**config.mk**
```make
export PLATFORM = sky130hd
export DESIGN_NAME = svr_violation_regs
export DESIGN_NICKNAME = d
export VERILOG_FILES = /design/src/hw/svr_pkg.sv /design/src/hw/svr_forward.sv /design/src/hw/svr_violation_regs.sv
export SDC_FILE = /design/constraint.sdc
export NUM_CORES = 1
export LEC_CHECK = 0
export BUFFER_PORTS_ARGS = -buffer_cell sky130_fd_sc_hd__buf_2
export CAP_MARGIN = 20
export CORE_AREA = 3 3 78 80
export DETAILED_ROUTE_END_ITERATION = 7
export DIE_AREA = 0 0 81 83
export PLACE_DENSITY = 0.79
export SLEW_MARGIN = 10
export SYNTH_ARGS = -nofsm -noshare
export SYNTH_HDL_FRONTEND = slang
export SYNTH_SLANG_ARGS = --single-unit
```
**constraint.sdc**
```tcl
create_clock -name pclk -period 2.2 [get_ports pclk]
set_input_delay 0.22 -clock pclk [delete_from_list [all_inputs] [get_ports pclk]]
set_output_delay 0.22 -clock pclk [all_outputs]
set_load 0.1 [all_outputs]
```
**src/hw/svr_pkg.sv**
```systemverilog
// violation event register bank: shared offsets, field layout, resets
// assumes a 32-bit apb slave port with 12 significant address bits
package svr_pkg;

	// ======================================================
	// bus geometry
	localparam int unsigned ADDR_W = 12;
	localparam int unsigned DATA_W = 32;
	localparam int unsigned NUM_EVT = 3;

	// ======================================================
	// register byte offsets
	localparam logic [11:0] OFS_RAM_FLAG    = 12'h100;
	localparam logic [11:0] OFS_FLASH_FLAG  = 12'h104;
	localparam logic [11:0] OFS_PERIPH_FLAG = 12'h108;
	localparam logic [11:0] OFS_RAM_FWD     = 12'h180;
	localparam logic [11:0] OFS_FLASH_FWD   = 12'h184;
	localparam logic [11:0] OFS_PERIPH_FWD  = 12'h188;
	localparam logic [11:0] OFS_IRQ_ENABLE  = 12'h300;
	localparam logic [11:0] OFS_IRQ_SET     = 12'h304;
	localparam logic [11:0] OFS_IRQ_CLEAR   = 12'h308;

	// ======================================================
	// event positions in every per-event vector
	localparam int unsigned EVT_RAM    = 0;
	localparam int unsigned EVT_FLASH  = 1;
	localparam int unsigned EVT_PERIPH = 2;

	// ======================================================
	// field layout
	localparam int unsigned FLAG_BIT     = 0;
	localparam int unsigned CHANNEL_INDEX_LSB    = 0;
	localparam int unsigned CHANNEL_INDEX_W      = 4;
	localparam int unsigned FWD_EN_BIT   = 31;
	localparam int unsigned IRQ_LSB      = 0;
	localparam int unsigned NUM_CH_DOC   = 16;

	// ======================================================
	// reset values
	localparam logic                RST_FLAG   = 1'b0;
	localparam logic                RST_FWD_EN = 1'b0;
	localparam logic [CHANNEL_INDEX_W-1:0]  RST_CHANNEL_INDEX  = 4'h0;
	localparam logic [NUM_EVT-1:0]  RST_IRQ_EN = 3'h0;

	// ======================================================
	// apb answer sequencer
	typedef enum logic [1:0] {
		SVR_IDLE   = 2'b01,
		SVR_ANSWER = 2'b10
	} svr_apb_e;

endpackage

```
**src/hw/svr_forward.sv**
```systemverilog
// one event's forwarding stage onto the channel interconnect
// assumes a same-clock event pulse; output is decoded, registered downstream
`timescale 1ns/1ns
`default_nettype none
module svr_forward #(
	parameter int unsigned NUM_CH = 16
) (
	input  wire logic                        evt,
	input  wire logic                        fwd_en,
	input  wire logic [svr_pkg::CHANNEL_INDEX_W-1:0] channel_index,
	output logic      [NUM_CH-1:0]           ch_hit
);
	import svr_pkg::*;

	// ======================================================
	// one-hot channel decode
	always_comb begin
		ch_hit = '0;
		if (evt && fwd_en && (32'(channel_index) < NUM_CH)) begin
			ch_hit[channel_index] = 1'b1;
		end
	end

endmodule // svr_forward
`default_nettype wire

```
**src/hw/svr_violation_regs.sv**
```systemverilog
// violation flag, forwarding and interrupt-enable registers on apb
// assumes same-clock one-cycle violation pulses from the detection logic
//
// Summary of operation
// - ram violation flag at 0x100 reads 1 once a ram violation happened
// - flash violation flag at 0x104 set on a flash violation
// - peripheral violation flag at 0x108 set on a peripheral violation
// - ram forwarding register at 0x180 holds its channel index
// - forwarding enable bit: 0 sends nowhere, 1 sends to the chosen channel
// - flash forwarding register at 0x184 holds channel index and enable
// - peripheral forwarding register at 0x188 holds channel index and enable
// - interrupt enable register 0x300 holds a read-write ram enable bit
// - same register holds read-write flash and peripheral enable bits
// - writing 1 at 0x304 enables ram interrupt, 0 leaves it alone
// - 0x304 sets flash and peripheral enables, reads back enable state
// - writing 1 at 0x308 disables the matching interrupt, reads state
`timescale 1ns/1ns
`default_nettype none
module svr_violation_regs #(
	parameter int unsigned NUM_CH = svr_pkg::NUM_CH_DOC
) (
	input  wire logic                        pclk,
	input  wire logic                        presetn,
	input  wire logic                        psel,
	input  wire logic                        penable,
	input  wire logic                        pwrite,
	input  wire logic [svr_pkg::ADDR_W-1:0]  paddr,
	input  wire logic [svr_pkg::DATA_W-1:0]  pwdata,
	input  wire logic [3:0]                  pstrb,
	output logic      [svr_pkg::DATA_W-1:0]  prdata,
	output logic                             pready,
	output logic                             pslverr,
	input  wire logic                        ram_violation,
	input  wire logic                        flash_violation,
	input  wire logic                        peripheral_violation,
	output logic      [NUM_CH-1:0]           evt_channel_pulse,
	output logic                             irq
);
	import svr_pkg::*;

	// ======================================================
	// elaboration check
	if (NUM_CH < 1 || NUM_CH > (1 << CHANNEL_INDEX_W)) begin : g_bad_ch
		$error("NUM_CH must lie between 1 and the channel index range");
	end

	// ======================================================
	// declarations
	svr_apb_e                   state_r;
	svr_apb_e                   state_nxt;
	logic [NUM_EVT-1:0]         evt_in;
	logic [NUM_EVT-1:0]         flag_r;
	logic [NUM_EVT-1:0]         fwd_en_r;
	logic [CHANNEL_INDEX_W-1:0]         channel_index_r [NUM_EVT];
	logic [NUM_EVT-1:0]         irq_en_r;
	logic [NUM_EVT-1:0]         irq_en_nxt;
	logic [NUM_EVT-1:0]         flag_hit;
	logic [NUM_EVT-1:0]         fwd_hit;
	logic [NUM_CH-1:0]          ch_hit [NUM_EVT];
	logic [NUM_CH-1:0]          ch_any;
	logic                       setup;
	logic                       wr_go;
	logic                       mapped;
	logic [DATA_W-1:0]          rd_mux;
	logic [NUM_EVT-1:0]         wr_lo;

	assign evt_in[EVT_RAM]    = ram_violation;
	assign evt_in[EVT_FLASH]  = flash_violation;
	assign evt_in[EVT_PERIPH] = peripheral_violation;

	// ======================================================
	// address decode: three consecutive words from a base
	function automatic logic [NUM_EVT-1:0] word_hit3(
		input logic [ADDR_W-1:0] a,
		input logic [ADDR_W-1:0] base
	);
		logic [NUM_EVT-1:0] h;
		h = '0;
		for (int i = 0; i < NUM_EVT; i++) begin
			h[i] = (a == base + ADDR_W'(4 * i));
		end
		return h;
	endfunction

	assign flag_hit = word_hit3(paddr, OFS_RAM_FLAG);
	assign fwd_hit  = word_hit3(paddr, OFS_RAM_FWD);
	assign mapped   = (|flag_hit) || (|fwd_hit)
		|| (paddr == OFS_IRQ_ENABLE) || (paddr == OFS_IRQ_SET)
		|| (paddr == OFS_IRQ_CLEAR);

	// ======================================================
	// apb answer sequencer
	// pready is registered, so every transfer takes exactly one
	// access cycle; read data is captured during the setup cycle
	assign setup = psel && !penable;
	assign wr_go = psel && penable && pready && pwrite;

	always_comb begin
		case (state_r)
			SVR_IDLE:   state_nxt = setup ? SVR_ANSWER : SVR_IDLE;
			SVR_ANSWER: state_nxt = setup ? SVR_ANSWER : SVR_IDLE;
			default:    state_nxt = SVR_IDLE;
		endcase
	end

	always_ff @(posedge pclk or negedge presetn) begin
		if (!presetn) begin
			state_r <= SVR_IDLE;
			pready  <= 1'b0;
		end else begin
			state_r <= state_nxt;
			pready  <= (state_nxt == SVR_ANSWER);
		end
	end

	always_ff @(posedge pclk or negedge presetn) begin
		if (!presetn) begin
			pslverr <= 1'b0;
		end else begin
			pslverr <= setup && !mapped;
		end
	end

	// ======================================================
	// read mux
	always_comb begin
		rd_mux = '0;
		for (int i = 0; i < NUM_EVT; i++) begin
			if (flag_hit[i]) begin
				rd_mux[FLAG_BIT] = flag_r[i];
			end
			if (fwd_hit[i]) begin
				rd_mux[CHANNEL_INDEX_LSB +: CHANNEL_INDEX_W] = channel_index_r[i];
				rd_mux[FWD_EN_BIT] = fwd_en_r[i];
			end
		end
		if (paddr == OFS_IRQ_ENABLE || paddr == OFS_IRQ_SET
			|| paddr == OFS_IRQ_CLEAR) begin
			rd_mux[IRQ_LSB +: NUM_EVT] = irq_en_r;
		end
	end

	always_ff @(posedge pclk or negedge presetn) begin
		if (!presetn) begin
			prdata <= '0;
		end else if (setup && !pwrite) begin
			prdata <= rd_mux;
		end else if (!psel) begin
			prdata <= '0;
		end
	end

	// ======================================================
	// violation flags
	// an event in the clearing cycle wins, so no violation is lost
	assign wr_lo = wr_go && pstrb[0] ? flag_hit : '0;

	for (genvar g = 0; g < NUM_EVT; g++) begin : g_flag
		always_ff @(posedge pclk or negedge presetn) begin
			if (!presetn) begin
				flag_r[g] <= RST_FLAG;
			end else if (evt_in[g]) begin
				flag_r[g] <= 1'b1;
			end else if (wr_lo[g] && !pwdata[FLAG_BIT]) begin
				flag_r[g] <= 1'b0;
			end
		end
	end

	// ======================================================
	// forwarding configuration
	for (genvar g = 0; g < NUM_EVT; g++) begin : g_fwd
		always_ff @(posedge pclk or negedge presetn) begin
			if (!presetn) begin
				channel_index_r[g] <= RST_CHANNEL_INDEX;
			end else if (wr_go && fwd_hit[g] && pstrb[0]) begin
				channel_index_r[g] <= pwdata[CHANNEL_INDEX_LSB +: CHANNEL_INDEX_W];
			end
		end

		always_ff @(posedge pclk or negedge presetn) begin
			if (!presetn) begin
				fwd_en_r[g] <= RST_FWD_EN;
			end else if (wr_go && fwd_hit[g] && pstrb[3]) begin
				fwd_en_r[g] <= pwdata[FWD_EN_BIT];
			end
		end

		svr_forward #(
			.NUM_CH        (NUM_CH)
		) u_fwd (
			.evt           (evt_in[g]),
			.fwd_en        (fwd_en_r[g]),
			.channel_index (channel_index_r[g]),
			.ch_hit        (ch_hit[g])
		);
	end

	always_comb begin
		ch_any = '0;
		for (int i = 0; i < NUM_EVT; i++) begin
			ch_any = ch_any | ch_hit[i];
		end
	end

	// two events naming one channel merge into a single pulse
	always_ff @(posedge pclk or negedge presetn) begin
		if (!presetn) begin
			evt_channel_pulse <= '0;
		end else begin
			evt_channel_pulse <= ch_any;
		end
	end

	// ======================================================
	// interrupt enables
	always_comb begin
		irq_en_nxt = irq_en_r;
		if (wr_go && pstrb[0]) begin
			if (paddr == OFS_IRQ_ENABLE) begin
				irq_en_nxt = pwdata[IRQ_LSB +: NUM_EVT];
			end else if (paddr == OFS_IRQ_SET) begin
				irq_en_nxt = irq_en_r | pwdata[IRQ_LSB +: NUM_EVT];
			end else if (paddr == OFS_IRQ_CLEAR) begin
				irq_en_nxt = irq_en_r & ~pwdata[IRQ_LSB +: NUM_EVT];
			end
		end
	end

	always_ff @(posedge pclk or negedge presetn) begin
		if (!presetn) begin
			irq_en_r <= RST_IRQ_EN;
		end else begin
			irq_en_r <= irq_en_nxt;
		end
	end

	// one cycle behind the flags, traded for a glitch-free output
	always_ff @(posedge pclk or negedge presetn) begin
		if (!presetn) begin
			irq <= 1'b0;
		end else begin
			irq <= |(flag_r & irq_en_r);
		end
	end
endmodule // svr_violation_regs
`default_nettype wire

```
==> flow_summary.toml, run 1 <==
[status]
status = "complete, no violations"

[layout]
final_common_cell = "sky130_fd_sc_hd__buf_2"
layout.cells.most_common_list = "sky130_fd_sc_hd__buf_2 (50), sky130_fd_sc_hd__dfrtp_1 (44), sky130_fd_sc_hd__nand2_1 (36)"
postLayoutCoreUtil_pct = 53.8
antennaDiodeCount = 0
area_of_combinational_cells_with_multiple_inputs_um2 = 1280
drive_gt1_share_pct = 25.8
num-fill-cells = 483
finish.cell_count_without_fillers = 397
final-seq-area_um2 = 1150
finalNetCount = 380
areaGrowthSynthToFinish_pct = 12.7

[drt]
drt_pre_antenna_iters = 5
routed_wl_um = 6030
detail_route.wl_per_cell_um = 15.2
initialDrtViolationCount = 252
routed-via-count = 2181
antenna_left = 0
detail_route.drc_violations = 0
detail_route.vias_per_cell = 5.49

[global_route]
grt_first_pass_wirelength_um = 10200
groute.usage.overall_pct = 19.1
leftover_overflow_at_the_end_of_global_routing = 0
maximum_number_of_pins_on_one_net_before_global_route_repair = 32
grt_pass1_vias = 2051
antenna_found_initial = 0

[synth]
synth_edf_count = 0
sequential_fraction_of_the_synthesis_area_pct = 44.1
netlist-cell-type-count = 46
ys_seq_elements = 46
mappedNetlistArea_um2 = 2610
netlist_top_cells_area = "sky130_fd_sc_hd__dfrtp_1 (43%), sky130_fd_sc_hd__buf_4 (7.8%), sky130_fd_sc_hd__nand3_1 (5.9%)"
avgSynthCellArea_um2 = 9.54
synth.yosys.warnings = 0
share_of_flip_flops_with_an_asynchronous_set_or_reset_pct = 100
synthFlopType = "sky130_fd_sc_hd__dfrtp_1"
post_synth_inst_count = 274
synth.top_cell.area_share_pct = 43.1
yosysTopAreaCell = "sky130_fd_sc_hd__dfrtp_1"

[critical_path]
cp_max_fo = 7
crit_arrival_ns = 1.94
timing.setup.critical_path_class = "in2reg"
critPathSlowestCell = "sky130_fd_sc_hd__or4b_4"
max_stage_delay_ns = 0.55
critPathCaptureType = "register"
critPathLaunchType = "primary input"
worst_ep_required_time_ns = 2.39
crit_path_cell_trace = "buf_2 > or4b_4 > nor4_4 > buf_4 > nand2_2 > nor2_4 > mux2_4"

[clocking]
count_of_hold_buffers_inserted_by_post_cts_repair = 1
cts_tree = "built"
postCtsSetupRepairBufs = 0
numCtsBuffers = 5
clockBufferDepth = 2
cts.reportedPaths.clkPinSlew_ns = 0.08
ctsResizeCount = 0
clock-root-buffer = "sky130_fd_sc_hd__clkbuf_8"
cts.sink_count = 46
cts-htree-levels = 2
clk_latency_ns = 0.30

[floorplanning]
floorplan.initialDensity_pct = 47.8
i_o_pin_count = 107
die_w_um = 81
fp-row-count = 27
core_ar_um2 = 5470
die_footprint_um2 = 6720
die_y_um = 83

[pwr]
total_leakage_power_nw = 1.46
vdd.ir_drop.worst_v = 0.000280
swShare_pct = 32.8
comb_power_share_pct = 19.2
clock_power_share_pct = 30.7
pwr_density_cell_nw_per_um2 = 577
internal-power_mw = 1.14
share_seq_of_total_power_pct = 50.1
p_switching_mw = 0.558

[sta]
fin_skew_ns = 0.00495
timing.final.hold_violations = 0
worst_slew_pin_slew_ns = 0.636
maximum_clock_frequency_ghz = 0.570
report.final.setup_viol = 0
min_period_ns = 1.75
unrepaired_setup_endpoints_after_global_routing = "false"
slew_headroom_pct = 57.5
fin_crit_sh_pct = 79.7
final_max_slew_viol_count = 0
finalSetupTns_ns = 0

[placement]
placed_cell_count = 388
buffer_ports.inserted = 50
dp_hpwl_um = 4550
gpl.final_weighted_congestion = 0.904

[min_path]
type_of_the_tightest_min_delay_check = "in2reg"

[run]
maxCapViolations = 0
-- cell families (layout without fill, tap and decap cells) --
family                 after synthesis  after routing  share of synthesized area [%]
AO/OA/AOI/OAI                       37             37                           10.4
flip-flops                          46             46                           44.1
multiplexers                        17             17                           7.80
buffers and inverters               46             71                           10.6
other                                1             27                          0.143
XOR/XNOR                             1              1                          0.335
AND/OR/NAND/NOR                    126            126                           26.6
-- per-stage QoR --
step                      power [mW]  hold slack (ns)  worst slack, ns  area (um2)
after floorplan                 1.16          -0.0756            0.224        2710
after global placement          1.19            0.148            0.171        2840
after detailed placement        1.19            0.158            0.137        2840
after CTS                       1.71            0.147            0.452        2950
after global routing            1.75            0.145            0.367        2950
final                           1.70            0.149            0.447        2950
-- layout make-up --
| cell class | instances | area share [%] |
|---|---|---|
| Inverter | 6 | 0.765 |
| Sequential cell | 46 | 39.2 |
| Timing Repair Buffer | 57 | 10.4 |
| Tap cell | 72 | 3.06 |
| Clock inverter | 1 | 0.170 |
| Multi-Input combinational cell | 208 | 43.5 |
| Clock buffer | 7 | 2.93 |
-- worst max-delay path: cells and delay by family --
| family | cells | cell delay (ns) |
|---|---|---|
| muxes | 1 | 0.32 |
| buffers and inverters | 2 | 0.29 |
| and+or+nand+nor | 4 | 1.10 |
-- power groups by stage --
stage                     clock network (mW)  logic, mW  registers, mW
after global routing                   0.557      0.343          0.852
final                                  0.522      0.327          0.851
after CTS                              0.529      0.327          0.851
after detailed placement                   0      0.325          0.868
after global placement                     0      0.322          0.868
after floorplan                            0      0.278          0.885
-- layer usage --
layer / GRT usage [%] / routed length [um]
met5: 0 / 0
met2: 29.6 / 2920
met4: 9.06 / 171
met1: 25.6 / 2480
met3: 3.15 / 467
-- sequential cells by signal, summed over array words and instances, names as in the netlist, named ones only --
register and count:
evt_channel_pulse 16, irq 1, prdata 5, pready 1, channel_index_r 12, pslverr 1, fwd_en_r 3, state_r 1
flag_r 3
-- cells in the mapped netlist (2+ instances only) --
cell	instances
sky130_fd_sc_hd__and3_1	2
sky130_fd_sc_hd__buf_4	27
sky130_fd_sc_hd__nor3_1	5
sky130_fd_sc_hd__nor2b_1	9
sky130_fd_sc_hd__mux2_4	4
sky130_fd_sc_hd__inv_1	6
sky130_fd_sc_hd__nor2_4	2
sky130_fd_sc_hd__and4_1	3
sky130_fd_sc_hd__nand2_1	36
sky130_fd_sc_hd__nor2_1	13
sky130_fd_sc_hd__a211oi_1	5
sky130_fd_sc_hd__a32oi_1	2
sky130_fd_sc_hd__dfrtp_1	45
sky130_fd_sc_hd__or2_2	3
sky130_fd_sc_hd__nand4_1	2
sky130_fd_sc_hd__mux2_2	5
sky130_fd_sc_hd__nor3b_1	6
sky130_fd_sc_hd__a21o_1	3
sky130_fd_sc_hd__a21oi_1	3
sky130_fd_sc_hd__o21ai_0	5
sky130_fd_sc_hd__mux2i_1	2
sky130_fd_sc_hd__nand2b_1	3
sky130_fd_sc_hd__clkbuf_1	10
sky130_fd_sc_hd__nand3_1	31
sky130_fd_sc_hd__nand3b_1	4
sky130_fd_sc_hd__o31ai_1	2
sky130_fd_sc_hd__a22oi_1	11
sky130_fd_sc_hd__mux2_1	6
sky130_fd_sc_hd__a222oi_1	2
-- worst paths after layout --
check                                      startpoint                              end  slack [ns]  cells past startpoint
worst min register to register  flag_r[2]$_DFFE_PN0P_            flag_r[2]$_DFFE_PN0P_        0.52                      1
worst max register to register       pready$_DFF_PN0_   channel_index_r[3]$_DFFE_PN0P_        0.52                      6
max in group asynchronous                     presetn  evt_channel_pulse[12]$_DFF_PN0_        1.12                      3
min in group asynchronous                     presetn            prdata[1]$_DFFE_PN0P_        0.36                      2
worst max-delay path                        paddr[11]   channel_index_r[3]$_DFFE_PN0P_        0.45                      7
worst min-delay path             peripheral_violation            flag_r[2]$_DFFE_PN0P_        0.15                      2
Power figures use the tool's default switching activity.
==> run 2, diff against run 1 <==
Settings changed: CORE_AREA 3 3 78 80 to 3 3 82 84, DIE_AREA 0 0 81 83 to 0 0 85 87, PLACE_DENSITY 0.79 to 0.76.
Clock period 2.2 ns to 1.6 ns, I/O delays scaled along.
==> flow_summary.toml, run 2 (synthesis results as in run 1) <==
[pwr]
internal-power_mw = 1.71
comb_power_share_pct = 18.8
clock_power_share_pct = 34.5
swShare_pct = 31.9
vdd.ir_drop.worst_v = 0.000444
total_leakage_power_nw = 1.58
p_switching_mw = 0.801
share_seq_of_total_power_pct = 46.7
pwr_density_cell_nw_per_um2 = 791
overall_power_mw = 2.51

[global_route]
grt_first_pass_wirelength_um = 11200
grt_pass1_vias = 2311
leftover_overflow_at_the_end_of_global_routing = 0
antenna_found_initial = 0
maximum_number_of_pins_on_one_net_before_global_route_repair = 18
groute.usage.overall_pct = 18.9

[clocking]
clock-root-buffer = "sky130_fd_sc_hd__clkbuf_8"
numCtsBuffers = 5
cts.reportedPaths.clkPinSlew_ns = 0.09
clk_latency_ns = 0.30
cts-htree-levels = 2
clockBufferDepth = 2
cts.sink_count = 46
cts_tree = "built"

[floorplanning]
die_w_um = 85
i_o_pin_count = 107
fp-row-count = 28
die_y_um = 87
die_footprint_um2 = 7400
floorplan.initialDensity_pct = 43.6
core_ar_um2 = 5990

[critical_path]
critPathLaunchType = "register"
r2r_end = "channel_index_r[1]$_DFFE_PN0P_"
cp_max_fo = 5
critPathCaptureType = "register"
ff2ff_path_depth = 6
worst_ep_required_time_ns = 1.78
max_stage_delay_ns = 0.42
timing.setup.critical_path_class = "reg2reg"
crit_path_cell_trace = "nand4_1 > nor4_4 > buf_4 > nand2_4 > nor2_4 > mux2_4"
crit-reg2reg-launch = "pready$_DFF_PN0_"
critPathSlowestCell = "sky130_fd_sc_hd__dfrtp_4"
ff2ff_setup_slack_ns = -0.02
crit_arrival_ns = 1.81

[status]
failed_checks = "setup timing"
status = "complete, but fails checks"

[placement]
gpl.final_weighted_congestion = 0.905
buffer_ports.inserted = 50
dp_hpwl_um = 5120
dpl_worst_slack_ns = -0.389

[sta]
report.final.setup_viol = 6
final_max_slew_viol_count = 0
maximum_clock_frequency_ghz = 0.616
fin_crit_sh_pct = 101
slew_headroom_pct = 55.6
min_period_ns = 1.62
setup_ws_ns = -0.0225
timing.final.hold_violations = 0
fin_skew_ns = 0.00779
unrepaired_setup_endpoints_after_global_routing = "true"
worst_slew_pin_slew_ns = 0.662

[drt]
routed_wl_um = 6600
detail_route.vias_per_cell = 5.47
drt_pre_antenna_iters = 7
routed-via-count = 2310
initialDrtViolationCount = 202
detail_route.drc_violations = 0
detail_route.wl_per_cell_um = 15.6
antenna_left = 0

[layout]
postLayoutCoreUtil_pct = 52.9
largest_register_ffs = 16
antennaDiodeCount = 0
register_bank_with_the_most_flops = "evt_channel_pulse"
largestRegisters = "evt_channel_pulse x16, channel_index_r x12, prdata x5"
layout.cells.most_common_list = "sky130_fd_sc_hd__buf_2 (50), sky130_fd_sc_hd__dfrtp_1 (44), sky130_fd_sc_hd__nand2_1 (36)"
final_common_cell = "sky130_fd_sc_hd__buf_2"
areaGrowthSynthToFinish_pct = 21.3
finalNetCount = 402
drive_gt1_share_pct = 32.3

[run]
maxCapViolations = 0

[min_path]
timing.hold.worst.start = "ram_violation"
whs_path_depth = 2
type_of_the_tightest_min_delay_check = "in2reg"
hold_end = "flag_r[0]$_DFFE_PN0P_"
## run 2: changes by cell type in the layout (fill, tap and decap cells not counted), sizes merged
| cell | change |
|---|---|
| buf | +22 |
| bufinv | +1 |
| clkbuf | -1 |
| clkinv | -1 |
| clkinvlp | +1 |
## run 2: worst max path at each step
| stage | from | endpoint | cells after the start |
|---|---|---|---|
| floorplan | pready$_DFF_PN0_ | channel_index_r[0]$_DFFE_PN0P_ | 5 |
| global placement | paddr[11] | channel_index_r[8]$_DFFE_PN0P_ | 6 |
| detailed placement | paddr[11] | channel_index_r[11]$_DFFE_PN0P_ | 6 |
| CTS | pready$_DFF_PN0_ | channel_index_r[1]$_DFFE_PN0P_ | 6 |
| global route | pready$_DFF_PN0_ | flag_r[1]$_DFFE_PN0P_ | 6 |
| finish | pready$_DFF_PN0_ | channel_index_r[1]$_DFFE_PN0P_ | 6 |
## run 2: layout make-up
cell class | count | area, um2
multi-input combinational | 208 | 1320
clock inverter | 2 | 37.5
tap | 75 | 93.8
fill | 548 | 2820
timing repair buffer | 79 | 470
inverter | 6 | 22.5
sequential | 46 | 1160
clock buffer | 6 | 72.6
## run 2: stage by stage
| step | cell area, um2 | hold WS, ns | instances | TNS, ns |
|---|---|---|---|---|
| 3_5_place_dp | 3020 | 0.0966 | 411 | -5.18 |
| 4_1_cts | 3150 | 0.0781 | 421 | -0.00323 |
| 2_1_floorplan | 2740 | -0.136 | 300 | -3.60 |
| 5_1_grt | 3170 | 0.0721 | 422 | -0.839 |
| 6_report | 3170 | 0.0783 | 422 | -0.106 |
| 3_3_place_gp | 3020 | 0.0932 | 411 | -4.61 |
## run 2: what timing repair did
item,in CTS,in global routing
buffers inserted,1,1
hold endpoints to repair,14,0
hold buffers,1,0
pin swaps,3,4
endpoints found under the setup margin,13,15
gates resized for setup,3,3
## run 2: per-layer routing
metal  vias to the layer above  wire [um]  global-route usage (%)
li1                       1062          -                       -
met1                      1100       2870                    25.5
met2                       126       3060                    30.2
met3                        22        495                    3.60
met4                         0        175                    7.19
met5                         -          0                       0
## run 2: critical path: cells and delay by family, from the launching register on
| kind | cells | cell delay [ns] |
|---|---|---|
| DFF | 1 | 0.42 |
| and+or+nand+nor | 4 | 0.57 |
| muxes | 1 | 0.32 |
| buffers and inverters | 1 | 0.18 |
## run 2: power groups by stage
stage               registers (mW)  logic [mW]  clock network, mW
global placement              1.19       0.463                  0
global route                  1.17       0.494              0.932
finish                        1.17       0.471              0.866
floorplan                     1.22       0.383                  0
CTS                           1.17       0.470              0.880
detailed placement            1.19       0.466                  0
==> run 3, diff against run 2 <==
Settings changed: RECOVER_POWER set to 100.
==> flow_summary.toml, run 3 (synthesis results as in run 1) <==
[clocking]
clock-root-buffer = "sky130_fd_sc_hd__clkbuf_8"
clk_latency_ns = 0.30
cts.sink_count = 46
numCtsBuffers = 5
cts-htree-levels = 2
clockBufferDepth = 2
cts.reportedPaths.clkPinSlew_ns = 0.09
cts_tree = "built"

[floorplanning]
die_y_um = 87
die_footprint_um2 = 7400
core_ar_um2 = 5990
floorplan.initialDensity_pct = 43.6
i_o_pin_count = 107
fp-row-count = 28
die_w_um = 85

[status]
status = "complete, but fails checks"
failed_checks = "setup timing"

[layout]
drive_gt1_share_pct = 31.7
final_common_cell = "sky130_fd_sc_hd__buf_2"
final_cell_area_excluding_filler_cells_um2 = 3160
areaGrowthSynthToFinish_pct = 21.0
register_bank_with_the_most_flops = "evt_channel_pulse"
layout.cells.most_common_list = "sky130_fd_sc_hd__buf_2 (51), sky130_fd_sc_hd__dfrtp_1 (44), sky130_fd_sc_hd__nand2_1 (36)"
antennaDiodeCount = 0
finalNetCount = 402
largest_register_ffs = 16
largestRegisters = "evt_channel_pulse x16, channel_index_r x12, prdata x5"
num-fill-cells = 551

[min_path]
type_of_the_tightest_min_delay_check = "in2reg"
whs_path_depth = 2
timing.hold.worst.start = "ram_violation"

[global_route]
grt_pass1_vias = 2311
antenna_found_initial = 0
leftover_overflow_at_the_end_of_global_routing = 0
grt_first_pass_wirelength_um = 11200
groute.usage.overall_pct = 18.9
maximum_number_of_pins_on_one_net_before_global_route_repair = 18

[sta]
timing.final.hold_violations = 0
slew_headroom_pct = 41.6
unrepaired_setup_endpoints_after_global_routing = "true"
report.final.setup_viol = 6
setup_ws_ns = -0.0231
fin_skew_ns = 0.00768
maximum_clock_frequency_ghz = 0.616
min_period_ns = 1.62
worst_slew_pin_slew_ns = 0.876
fin_worst_hold_slack_ns = 0.0800
fin_crit_sh_pct = 101
final_max_slew_viol_count = 0

[critical_path]
critPathCaptureType = "register"
cp.buffers_inverters = 1
cp_max_fo = 5
crit-reg2reg-launch = "pready$_DFF_PN0_"
critPathLaunch = "pready$_DFF_PN0_"
crit_arrival_ns = 1.81
crit_path_cell_trace = "nand4_1 > nor4_4 > buf_4 > nand2_4 > nor2_4 > mux2_4"
worst-path-stages = 6
ff2ff_path_depth = 6
critical_path.top_delay_family = "simple AND/OR/NAND/NOR gates"
critPathSlowestCell = "sky130_fd_sc_hd__dfrtp_4"
timing.setup.critical_path_class = "reg2reg"
max_stage_delay_ns = 0.42
worst_ep_required_time_ns = 1.78
critPathLaunchType = "register"

[pwr]
p_switching_mw = 0.802
internal-power_mw = 1.71
pwr_density_cell_nw_per_um2 = 793
comb_power_share_pct = 18.7
share_seq_of_total_power_pct = 46.7
total_leakage_power_nw = 1.58
clock_power_share_pct = 34.6
swShare_pct = 32.0
vdd.ir_drop.worst_v = 0.000444

[placement]
detailed_place.area_um2 = 3020
buffer_ports.inserted = 50
dpl_worst_slack_ns = -0.389
gpl.final_weighted_congestion = 0.905
dp_hpwl_um = 5120

[drt]
detail_route.vias_per_cell = 5.52
initialDrtViolationCount = 232
detail_route.drc_violations = 0
drt_pre_antenna_iters = 6
detail_route.wl_per_cell_um = 15.6
routed-via-count = 2330
routed_wl_um = 6600
antenna_left = 0

[run]
maxCapViolations = 0
==> run 3: repair_timing <==
item                                   in CTS  in global routing
buffers inserted                            1                  1
hold buffers                                1                  0
pin swaps                                   3                  4
gates resized for setup                     3                  3
setup endpoints to repair                  13                 15
endpoints found under the hold margin      14                  0
==> run 3: final cells by class <==
| type | instances | area (um2) | share of cell area (%) |
|---|---|---|---|
| clock buffers | 6 | 72.6 | 2.30 |
| clock inverters | 2 | 37.5 | 1.19 |
| flip-flops and latches | 46 | 1160 | 36.6 |
| well taps | 75 | 93.8 | 2.97 |
| repair buffers | 79 | 460 | 14.6 |
| multi-input cells | 208 | 1320 | 41.7 |
| inverters | 6 | 22.5 | 0.712 |
==> run 3: power by group through the flow <==
stage                     combinational [mW]  sequential (mW)  clock, mW
final                                  0.469             1.17      0.866
after global routing                   0.491             1.17      0.932
after CTS                              0.470             1.17      0.880
after detailed placement               0.466             1.19          0
after global placement                 0.463             1.19          0
after floorplan                        0.383             1.22          0
==> run 3: per-stage QoR <==
| stage | utilization [%] | TNS (ns) | instances | power (mW) |
|---|---|---|---|---|
| after CTS | 52.6 | -0.00323 | 421 | 2.52 |
| after global placement | 50.3 | -4.61 | 411 | 1.66 |
| after detailed placement | 50.3 | -5.18 | 411 | 1.66 |
| final | 52.8 | -0.111 | 422 | 2.51 |
| after floorplan | - | -3.60 | 300 | 1.60 |
| after global routing | 52.8 | -0.890 | 422 | 2.60 |
==> run 3: path summary, 6_finish.rpt <==
path	endpoint	slack [ns]
worst max-delay path	channel_index_r[1]$_DFFE_PN0P_	-0.02
worst min-delay path	flag_r[0]$_DFFE_PN0P_	0.08
worst max register to register	channel_index_r[1]$_DFFE_PN0P_	-0.02
worst min register to register	prdata[1]$_DFFE_PN0P_	0.52
max in group asynchronous	evt_channel_pulse[0]$_DFF_PN0_	0.23
min in group asynchronous	pslverr$_DFF_PN0_	0.48
==> run 3: routing by layer <==
metal | vias to the layer above | global-route usage (%) | wire length (um)
li1 | 1062 | - | -
met1 | 1103 | 25.5 | 2830
met2 | 143 | 30.2 | 3080
met3 | 22 | 3.60 | 543
met4 | 0 | 7.19 | 150
met5 | - | 0 | 0
